`src/logic/mbd_map.vh`:
```
// Field map and constants for the macroblock descriptor decoder
//
// Operation
// - Cr pattern in bits 23:20, bit 3-X
// - Cb pattern in bits 19:16, bit 3-X
// - Zero pattern bit forces block absent
// - Small transform or 16x16 intra: 16-bit luma
// - Large transform, not 16x16 intra: low four luma bits only
// - 4:2:2 Cb low byte; 4:4:4 per block
// - Direct mask honoured only for B inter
// - Clamp enable bit 27 gates clamping
// - Bit 26 marks last block in slice
// - Skip conversion off by bit OR slice
// - Chroma quantizer bytes ignored, derived downstream
// - Luma quantizer bits 7:0, range 0-51
// - Hard budget exceeded enters panic mode
// - Soft budget limits non-zero coefficients
// - Trellis lambda is field doubled
// - Upper nibble all ones bypasses trellis
// - Low nibble selects rounding offset
// - First intra mode word; 16x16 low bits
// - One more intra mode word, four modes
// - Word nine byte: availability and chroma mode
// - Words seven to nine intra or inter
// - Bit 13 selects intra block
// - Bit 15 selects large transform
`ifndef MBD_MAP_VH
`define MBD_MAP_VH

// Descriptor word indices
`define MBD_W_MODE        4'h3
`define MBD_W_CHROMA      4'h5
`define MBD_W_CTRL        4'h6
`define MBD_W_INTRA0      4'h7
`define MBD_W_INTRA1      4'h8
`define MBD_W_INTRA2      4'h9
`define MBD_W_BUDGET      4'ha
`define MBD_WORDS         4'hb
`define MBD_W_LAST        4'ha

// Word three bits
`define MBD_TX8_BIT       15
`define MBD_INTRA_BIT     13
`define MBD_MBTYPE_HI     12
`define MBD_MBTYPE_LO     8

// Word five fields
`define MBD_CR_HI         23
`define MBD_CR_LO         20
`define MBD_CB_HI         19
`define MBD_CB_LO         16
`define MBD_CB16_HI       31
`define MBD_CB16_LO       16

// Word six fields
`define MBD_DIRECT_HI     31
`define MBD_DIRECT_LO     28
`define MBD_CLAMP_BIT     27
`define MBD_LASTMB_BIT    26
`define MBD_SKIPOFF_BIT   25
`define MBD_QP_HI         7
`define MBD_QP_LO         0
`define MBD_QP_MAX        8'h33

// Word ten fields
`define MBD_HARD_HI       31
`define MBD_HARD_LO       24
`define MBD_SOFT_HI       23
`define MBD_SOFT_LO       16
`define MBD_LAMBDA_HI     15
`define MBD_LAMBDA_LO     0
`define MBD_NIB_ONES      4'hf
`define MBD_RND_SLICE     4'h0

// Chroma sampling formats
`define MBD_FMT_MONO      2'h0
`define MBD_FMT_420       2'h1
`define MBD_FMT_422       2'h2
`define MBD_FMT_444       2'h3

// Slice types
`define MBD_SLICE_P       2'h0
`define MBD_SLICE_B       2'h1
`define MBD_SLICE_I       2'h2

// Host control port
`define MBD_A_CTRL        4'h0
`define MBD_A_STATUS      4'h1
`define MBD_A_USED        4'h2
`define MBD_A_QP          4'h3
`define MBD_A_ROUND       4'h4
`define MBD_CTRL_RST      8'h07

`endif

```
`src/logic/mbd_budget.v`:
```
// Accumulated size tracking against the hard and soft budgets
`timescale 1ns/1ps
`default_nettype none
`include "mbd_map.vh"

module mbd_budget (
   input  wire       mclk,
   input  wire       rst,
   input  wire       clear,
   input  wire       load,
   input  wire [7:0] hard_size_budget,
   input  wire [7:0] soft_size_budget,
   input  wire       size_valid,
   input  wire [7:0] size_words,
   output reg        panic_q,
   output reg        limit_q,
   output reg [15:0] used_q
);

   reg  [7:0]  hard_q;
   reg  [7:0]  soft_q;
   wire [15:0] sum_d = used_q + {8'h00, size_words};

   // Accumulate packer output; flags track the totals
   always @(posedge mclk) begin
      if (rst || clear) begin
         hard_q  <= 8'hff;
         soft_q  <= 8'hff;
         used_q  <= 16'h0000;
         panic_q <= 1'b0;
         limit_q <= 1'b0;
      end else begin
         if (load) begin
            hard_q <= hard_size_budget;
            soft_q <= soft_size_budget;
         end
         if (size_valid) begin
            used_q <= sum_d;
            // Panic is sticky until cleared
            if (sum_d > {8'h00, hard_q})
               panic_q <= 1'b1;
            limit_q <= (sum_d > {8'h00, soft_q});
         end
      end
   end

endmodule // mbd_budget
`default_nettype wire

```
`src/logic/mbd_decoder.v`:
```
// Macroblock descriptor decoder top: capture words, then decode fields
//
// Decided for this implementation: the register offsets and strobed register access.
`timescale 1ns/1ps
`default_nettype none
`include "mbd_map.vh"

module mbd_decoder (
   input  wire        mclk,
   input  wire        rst,
   input  wire        desc_valid,
   input  wire [31:0] desc_data,
   output wire        desc_ready,
   input  wire        size_valid,
   input  wire [7:0]  size_words,
   input  wire [3:0]  reg_addr,
   input  wire [31:0] reg_wdata,
   input  wire        reg_wr,
   input  wire        reg_rd,
   output reg  [31:0] reg_rdata,
   input  wire        mb_ack,
   output reg         mb_valid_q,
   output reg  [15:0] luma_coded_pattern,
   output reg  [15:0] chroma_cb_coded_pattern,
   output reg  [15:0] chroma_cr_coded_pattern,
   output reg         large_transform_select,
   output reg         intra_block_flag,
   output reg  [3:0]  sub_block_direct_mask,
   output reg         coefficient_clamp_enable,
   output reg         final_block_in_slice,
   output reg         skip_conversion_off,
   output reg  [7:0]  luma_quantizer_value,
   output reg         qp_range_error,
   output reg         trellis_active,
   output reg  [16:0] trellis_lambda,
   output reg         round_from_slice,
   output reg  [3:0]  round_sixteenths,
   output reg  [63:0] luma_intra_direction,
   output reg  [5:0]  neighbor_available_flags,
   output reg  [1:0]  chroma_intra_direction,
   output reg  [95:0] inter_words,
   output wire        panic_mode,
   output wire        coeff_limit
);

   localparam ST_FILL = 1'b0;
   localparam ST_HOLD = 1'b1;

   // Raw descriptor words, filled in order
   reg [31:0] word_q [0:10];
   reg [3:0]  idx_q;
   reg        st_q;

   // Control register: trellis enable, slice skip off, format, slice type
   reg        trellis_quant_enable;
   reg        slice_skip_conversion_off;
   reg [1:0]  chroma_format_q;
   reg [1:0]  slice_type_q;
   reg        clear_q;

   wire [15:0] used_w;
   wire        budget_load = (st_q == ST_FILL) && desc_valid && (idx_q == `MBD_W_LAST);

   // Pick a pattern nibble laid out with block X at bit 3-X
   function [3:0] nib_rev;
      input [3:0] n;
      begin
         nib_rev = {n[0], n[1], n[2], n[3]};
      end
   endfunction

   // Reverse 16 bits so block X lands at index X
   function [15:0] rev16;
      input [15:0] v;
      integer i;
      begin
         rev16 = 16'h0000;
         for (i = 0; i < 16; i = i + 1)
            rev16[i] = v[15 - i];
      end
   endfunction

   // Accept a word only while filling; holding stalls the source
   assign desc_ready = (st_q == ST_FILL);

   // Collect all words before any field is decoded
   always @(posedge mclk) begin
      if (rst) begin
         idx_q <= 4'h0;
         st_q  <= ST_FILL;
      end else begin
         case (st_q)
            ST_FILL: begin
               if (desc_valid) begin
                  if (idx_q == `MBD_W_LAST) begin
                     idx_q <= 4'h0;
                     st_q  <= ST_HOLD;
                  end else begin
                     idx_q <= idx_q + 4'h1;
                  end
               end
            end
            ST_HOLD: begin
               if (mb_ack)
                  st_q <= ST_FILL;
            end
            default: st_q <= ST_FILL;
         endcase
      end
   end

   // Word storage, no reset needed for data
   always @(posedge mclk) begin
      if ((st_q == ST_FILL) && desc_valid)
         word_q[idx_q] <= desc_data;
   end

   // Decoded fields are produced one cycle after the last word lands
   reg        dec_go_q;
   always @(posedge mclk) begin
      if (rst)
         dec_go_q <= 1'b0;
      else
         dec_go_q <= budget_load;
   end

   // Field decode from one complete descriptor
   wire [31:0] w3  = word_q[`MBD_W_MODE];
   wire [31:0] w5  = word_q[`MBD_W_CHROMA];
   wire [31:0] w6  = word_q[`MBD_W_CTRL];
   wire [31:0] w7  = word_q[`MBD_W_INTRA0];
   wire [31:0] w8  = word_q[`MBD_W_INTRA1];
   wire [31:0] w9  = word_q[`MBD_W_INTRA2];
   wire [31:0] w10 = word_q[`MBD_W_BUDGET];
   wire        is_intra = w3[`MBD_INTRA_BIT];
   wire        is_tx8   = w3[`MBD_TX8_BIT];
   wire        is_i16   = is_intra && (w3[`MBD_MBTYPE_HI:`MBD_MBTYPE_LO] != 5'h00);
   wire [15:0] lam      = w10[`MBD_LAMBDA_HI:`MBD_LAMBDA_LO];
   wire        lam_ones = (lam[15:12] == `MBD_NIB_ONES);

   always @(posedge mclk) begin
      if (rst) begin
         mb_valid_q               <= 1'b0;
         luma_coded_pattern       <= 16'h0000;
         chroma_cb_coded_pattern  <= 16'h0000;
         chroma_cr_coded_pattern  <= 16'h0000;
         large_transform_select   <= 1'b0;
         intra_block_flag         <= 1'b0;
         sub_block_direct_mask    <= 4'h0;
         coefficient_clamp_enable <= 1'b0;
         final_block_in_slice     <= 1'b0;
         skip_conversion_off      <= 1'b0;
         luma_quantizer_value     <= 8'h00;
         qp_range_error           <= 1'b0;
         trellis_active           <= 1'b0;
         trellis_lambda           <= 17'h00000;
         round_from_slice         <= 1'b0;
         round_sixteenths         <= 4'h0;
         luma_intra_direction     <= 64'h0;
         neighbor_available_flags <= 6'h00;
         chroma_intra_direction   <= 2'h0;
         inter_words              <= 96'h0;
      end else begin
         if (mb_ack)
            mb_valid_q <= 1'b0;
         if (dec_go_q) begin
            mb_valid_q             <= 1'b1;
            intra_block_flag       <= is_intra;
            large_transform_select <= is_tx8;
            // Pattern bits are presented per block index; zero means absent
            if (is_tx8 && !is_i16)
               luma_coded_pattern <= {12'h000, nib_rev(w5[3:0])};
            else
               luma_coded_pattern <= rev16(w5[15:0]);
            case (chroma_format_q)
               `MBD_FMT_MONO: begin
                  chroma_cb_coded_pattern <= 16'h0000;
                  chroma_cr_coded_pattern <= 16'h0000;
               end
               `MBD_FMT_422: begin
                  // Cb low byte and Cr bits 23:16 reversed into block order; upper half stays zero
                  chroma_cb_coded_pattern <= rev16({w5[7:0], 8'h00});
                  chroma_cr_coded_pattern <= rev16({w5[23:16], 8'h00});
               end
               `MBD_FMT_444: begin
                  chroma_cb_coded_pattern <= rev16(w5[`MBD_CB16_HI:`MBD_CB16_LO]);
                  chroma_cr_coded_pattern <= rev16(w5[15:0]);
               end
               default: begin
                  chroma_cb_coded_pattern <= {12'h000,
                     nib_rev(w5[`MBD_CB_HI:`MBD_CB_LO])};
                  chroma_cr_coded_pattern <= {12'h000,
                     nib_rev(w5[`MBD_CR_HI:`MBD_CR_LO])};
               end
            endcase
            // Direct mask only means something for B inter blocks
            if ((slice_type_q == `MBD_SLICE_B) && !is_intra)
               sub_block_direct_mask <= w6[`MBD_DIRECT_HI:`MBD_DIRECT_LO];
            else
               sub_block_direct_mask <= 4'h0;
            coefficient_clamp_enable <= w6[`MBD_CLAMP_BIT];
            final_block_in_slice     <= w6[`MBD_LASTMB_BIT];
            // Writer keeps bit 25 clear in I slices, so no gating here
            skip_conversion_off <= w6[`MBD_SKIPOFF_BIT]
                                   | slice_skip_conversion_off;
            // Bits 23:8 deliberately unread: chroma QP is derived downstream
            luma_quantizer_value <= w6[`MBD_QP_HI:`MBD_QP_LO];
            qp_range_error       <= (w6[`MBD_QP_HI:`MBD_QP_LO] > `MBD_QP_MAX);
            trellis_active   <= trellis_quant_enable && !lam_ones;
            trellis_lambda   <= {lam, 1'b0};
            round_from_slice <= (lam[3:0] == `MBD_RND_SLICE);
            // 1000b..1111b map to 1..8 sixteenths; others give none
            round_sixteenths <= lam[3] ? ({1'b0, lam[2:0]} + 4'h1) : 4'h0;
            if (is_intra) begin
               // 16x16 intra keeps only the low two bits of mode 0
               if (is_i16)
                  luma_intra_direction <= {62'h0, w7[1:0]};
               else
                  luma_intra_direction <= {w8, w7};
               neighbor_available_flags <= w9[7:2];
               chroma_intra_direction   <= w9[1:0];
               inter_words              <= 96'h0;
            end else begin
               luma_intra_direction     <= 64'h0;
               neighbor_available_flags <= 6'h00;
               chroma_intra_direction   <= 2'h0;
               inter_words              <= {w9, w8, w7};
            end
         end
      end
   end

   // Host control port writes
   always @(posedge mclk) begin
      if (rst) begin
         trellis_quant_enable      <= 1'b0;
         slice_skip_conversion_off <= 1'b0;
         chroma_format_q           <= `MBD_FMT_420;
         slice_type_q              <= `MBD_SLICE_P;
         clear_q                   <= 1'b0;
      end else begin
         clear_q <= 1'b0;
         if (reg_wr && (reg_addr == `MBD_A_CTRL)) begin
            trellis_quant_enable      <= reg_wdata[0];
            slice_skip_conversion_off <= reg_wdata[1];
            chroma_format_q           <= reg_wdata[3:2];
            slice_type_q              <= reg_wdata[5:4];
            clear_q                   <= reg_wdata[8];
         end
      end
   end

   // Read data one cycle after the strobe; unmapped reads as zero
   always @(posedge mclk) begin
      if (rst)
         reg_rdata <= 32'h0;
      else if (reg_rd) begin
         case (reg_addr)
            `MBD_A_CTRL:   reg_rdata <= {26'h0, slice_type_q, chroma_format_q,
                                         slice_skip_conversion_off, trellis_quant_enable};
            `MBD_A_STATUS: reg_rdata <= {27'h0, coeff_limit, panic_mode, qp_range_error,
                                         st_q, mb_valid_q};
            `MBD_A_USED:   reg_rdata <= {16'h0, used_w};
            `MBD_A_QP:     reg_rdata <= {24'h0, luma_quantizer_value};
            `MBD_A_ROUND:  reg_rdata <= {27'h0, round_from_slice, round_sixteenths};
            default:       reg_rdata <= 32'h0;
         endcase
      end else
         reg_rdata <= 32'h0;
   end

   mbd_budget u_budget (
      .mclk             (mclk),
      .rst              (rst),
      .clear            (clear_q),
      .load             (budget_load),
      .hard_size_budget (desc_data[`MBD_HARD_HI:`MBD_HARD_LO]),
      .soft_size_budget (desc_data[`MBD_SOFT_HI:`MBD_SOFT_LO]),
      .size_valid       (size_valid),
      .size_words       (size_words),
      .panic_q          (panic_mode),
      .limit_q          (coeff_limit),
      .used_q           (used_w)
   );

endmodule // mbd_decoder
`default_nettype wire

```
`config.mk`:
```
export PLATFORM = sky130hd
export DESIGN_NAME = mbd_decoder
export DESIGN_NICKNAME = d
export VERILOG_FILES = /design/src/logic/mbd_budget.v /design/src/logic/mbd_decoder.v
export VERILOG_INCLUDE_DIRS = /design/src /design/src/logic
export SDC_FILE = /design/constraint.sdc
export NUM_CORES = 1
export LEC_CHECK = 0
export ABC_AREA = 1
export BUFFER_PORTS_ARGS = -buffer_cell sky130_fd_sc_hd__buf_2
export CORE_ASPECT_RATIO = 2
export CORE_MARGIN = 2
export CORE_UTILIZATION = 40
export CTS_CLUSTER_DIAMETER = 120
export CTS_CLUSTER_SIZE = 14
export DETAILED_ROUTE_END_ITERATION = 10
export MAX_ROUTING_LAYER = met4
export RECOVER_POWER = 100
export REMOVE_ABC_BUFFERS = 1
export SLEW_MARGIN = 20
export SYNTH_ARGS = -nofsm -noshare
export SYNTH_HDL_FRONTEND = slang
export SYNTH_SLANG_ARGS = --single-unit
```
`constraint.sdc`:
```
create_clock -name mclk -period 6.1 [get_ports mclk]
set_clock_uncertainty 0.15 [all_clocks]
set_input_delay 0.305 -clock mclk [delete_from_list [all_inputs] [get_ports mclk]]
set_output_delay 0.305 -clock mclk [all_outputs]
set_load 0.02 [all_outputs]
```
==> key figures <==
Status
  – Outcome: finished, violations left
  – Violated checks: capacitance limit, slew limit

STA
  – Final setup viols: 0
  – Final Critical Period: 4130 ps
  – Final hold viol count: 0
  – Max-slew violations: 404
  – Tcrit/Tclk final: 0.677
  – FMAX: 0.242 GHz
  – Slew @ Worst Pin: 2800 ps
  – Max_slew headroom: -0.872
  – Worst hold margin: 34.5 ps
  – RSZ-0062 raised after global routing: no

Critical path
  – Critical Path Max Stage Delay: 1440 ps
  – CP delay by family, top: buffers and inverters
  – Slowest stage cell on the critical path: clkbuf_1
  – Arrival @ worst endpoint: 4440 ps
  – WP buf/inv: 3
  – Reg2reg setup slack: 1970 ps
  – Crit end category: flop
  – CP required: 6420 ps
  – Crit path max fanout: 111
  – CP Cell Sequence: inv_8 -> nor2_4 -> clkbuf_1 -> buf_16 -> nand2_1 -> a21oi_1
  – Crit Path Category: flop to flop
  – Type of origin of the critical path: flop

Pwr
  – Leakage: 7.53 nW
  – Seq pwr share: 0.553
  – Switch share: 0.224
  – Pint: 4.73 mW
  – Comb pwr share: 0.049
  – Psw: 1.37 mW
  – Total power: 6.10 mW
  – Clock power share: 0.398
  – Pwr dens: 291 nW/um2
  – Worst vdd ir: 0.000181 V

Route
  – Vias: 14056
  – Vias/cell: 5.06
  – Antenna viol nets, final: 0
  – Router iterations before antenna repair: 5
  – Wire per inst: 19.1 um
  – Routed Wire Length: 53.2 mm
  – DRT iter0 DRCs: 920
  – Remaining DRCs: 0

Floorplan
  – Die height: 302 um
  – I/O pins: 376
  – Die area: 46200 um2
  – Die Width: 153 um
  – Core area: 44100 um2
  – # rows: 109
  – Initial Utilization: 0.403

Clock network
  – Clk slew on worst S/H paths: 70 ps
  – Clock buffer depth: 3
  – CTS Sinks: 486
  – CTS Hold Buffers Added: 43
  – TritonCTS Buffers: 40
  – Clock latency on the worst-skew pair: 540 ps
  – CTS tree: done
  – Root cell of the clock tree: clkbuf_16
  – Post-cts resize count: 0
  – # Post-CTS Setup Buffers: 0
  – H-tree depth: 2

Global routing
  – M2 GR Usage: 0.419
  – First-pass GRT wire length: 79.6 mm
  – Global Route met3 Usage: 0.0342
  – Largest net degree at the start of global routing: 152
  – Total Routing Usage GR: 0.230
  – Initial antenna violation count: 1
  – Grt peak-use layer: met2
  – Vias in the first global route: 13442
  – Gr ovfl total: 0
  – M1 GR Usage: 0.247

Synth
  – Synth unique cells: 44
  – EDFF count, synth: 166
  – Synth Instances: 1864
  – Synthesized flop and latch total: 486
  – Post-synthesis sequential area ratio: 0.641
  – Ys flop type: dfxtp_1
  – Mapped cell area: 17800 um2
  – Yosys warns: 0
  – Ys async rst share: 0
  – Mean Syn Cell Area: 9.53 um2

Final layout
  – Fin nets: 2305
  – Share of layout cells above drive strength 1: 0.0432
  – Share of the core filled with cells: 0.476
  – Final std cells w/o fill: 2779
  – Layout area overhead: 18.2%
  – Fin area: 21000 um2

Place
  – RePlAce Congestion: 0.856
  – Placed cells: 2664
  – # port buffers: 333
  – Placed Area: 19800 um2
  – Hpwl dp: 36.4 mm

Min path
  – Min-Delay Path Class: input port to flop

Run
  – Max-cap violations: 10
-- synthesized netlist by cell type, drive strengths merged, types with 2 or more instances --
cell	n	area, um2
nand2	539	2040
edfxtp	166	4980
o22ai	7	43.8
nor2	98	390
nand4	6	37.5
xor2	5	43.8
clkbuf	70	277
or2	4	25.0
nand3b	2	15.0
dfxtp	320	6410
nand3	66	335
a21oi	234	1170
a41oi	5	43.8
nor3	16	80.1
buf	47	263
o211ai	31	238
a31oi	14	87.6
inv	122	458
a22oi	9	67.6
ha	26	325
o21ai	64	320
a211oi	4	30.0
-- power by group through the flow --
| stage | clock network [mW] | registers (mW) | logic, mW |
|---|---|---|---|
| 6_report | 2.43 | 3.37 | 0.301 |
| 5_1_grt | 2.62 | 3.37 | 0.336 |
| 4_1_cts | 2.50 | 3.37 | 0.309 |
| 3_5_place_dp | 0 | 3.44 | 0.285 |
| 3_3_place_gp | 0 | 3.44 | 0.283 |
| 2_1_floorplan | 0 | 3.44 | 0.146 |
-- routing by layer --
metal	wire length, um	up-vias
met5	0	-
li1	-	6817
met3	2640	109
met1	19900	6647
met4	2310	0
met2	28300	483
-- worst reg2reg max path: stages, from the launching register on --
cell and delay [ps]:
dfxtp_1 1000, inv_8 430, nor2_4 390, clkbuf_1 1440, buf_16 330, nand2_1 190, a21oi_1 130
-- logic make-up (layout without fill, tap and decap cells) --
family                   Yosys count  in the layout  synth area share
AO/OA/AOI/OAI                    373            373             0.115
XOR/XNOR                           6              6           0.00296
other                              1             18          0.000211
buffers and inverters            239            582            0.0561
AND/OR/NAND/NOR                  732            732             0.165
flip-flops                       486            486             0.641
adder cells (fa/ha/maj)           27             27            0.0194
-- layout make-up --
cell class	instances	area [um2]
Inverter	122	465
Fill cell	4377	23100
Antenna cell	1	2.50
Clock buffer	68	1150
Tap cell	555	694
Sequential cell	486	11400
Timing Repair Buffer	390	1830
Multi-Input combinational cell	1155	5440
Clock inverter	2	17.5
-- worst paths after layout --
| path | to | from | depth (start not counted) |
|---|---|---|---|
| max | inter_words[0] | dec_go_q | 6 |
| min | reg_rdata[7] | reg_addr[3] | 4 |
| max reg2reg | inter_words[0] | dec_go_q | 6 |
| min reg2reg | luma_coded_pattern[10] | luma_coded_pattern[10] | 2 |
-- metrics by stage --
stage / setup WS [ps] / setup TNS (ps)
4_1_cts: 3110 / 0
3_5_place_dp: 3060 / 0
6_report: 1970 / 0
5_1_grt: 1670 / 0
2_1_floorplan: -537 / -52070
3_3_place_gp: 3060 / 0
-- sequential cells by signal, indices dropped and copies added (netlist names), 2 cells and up --
signal	cells
u_budget.hard_q	8
chroma_intra_direction	2
neighbor_available_flags	6
luma_coded_pattern	16
u_budget.soft_q	8
idx_q	4
chroma_cr_coded_pattern	16
u_budget.used_q	16
word_q	166
reg_rdata	16
chroma_cb_coded_pattern	16
inter_words	96
luma_quantizer_value	8
slice_type_q	2
round_sixteenths	4
sub_block_direct_mask	4
chroma_format_q	2
trellis_lambda	16
luma_intra_direction	64
-- cell usage in the layout (no fill, tap or decap), drive strengths merged, types with 2 or more instances in the layout --
cell type,count
nand2,539
clkbuf,385
dfxtp,320
a21oi,234
edfxtp,166
inv,124
nor2,98
nand3,66
o21ai,64
dlygate4sd3,43
o211ai,31
buf,30
ha,26
conb,17
nor3,16
a31oi,14
a22oi,9
o22ai,7
nand4,6
xor2,5
a41oi,5
a211oi,4
or2,4
nand3b,2
Note: power is estimated with default switching activity, not from simulation.
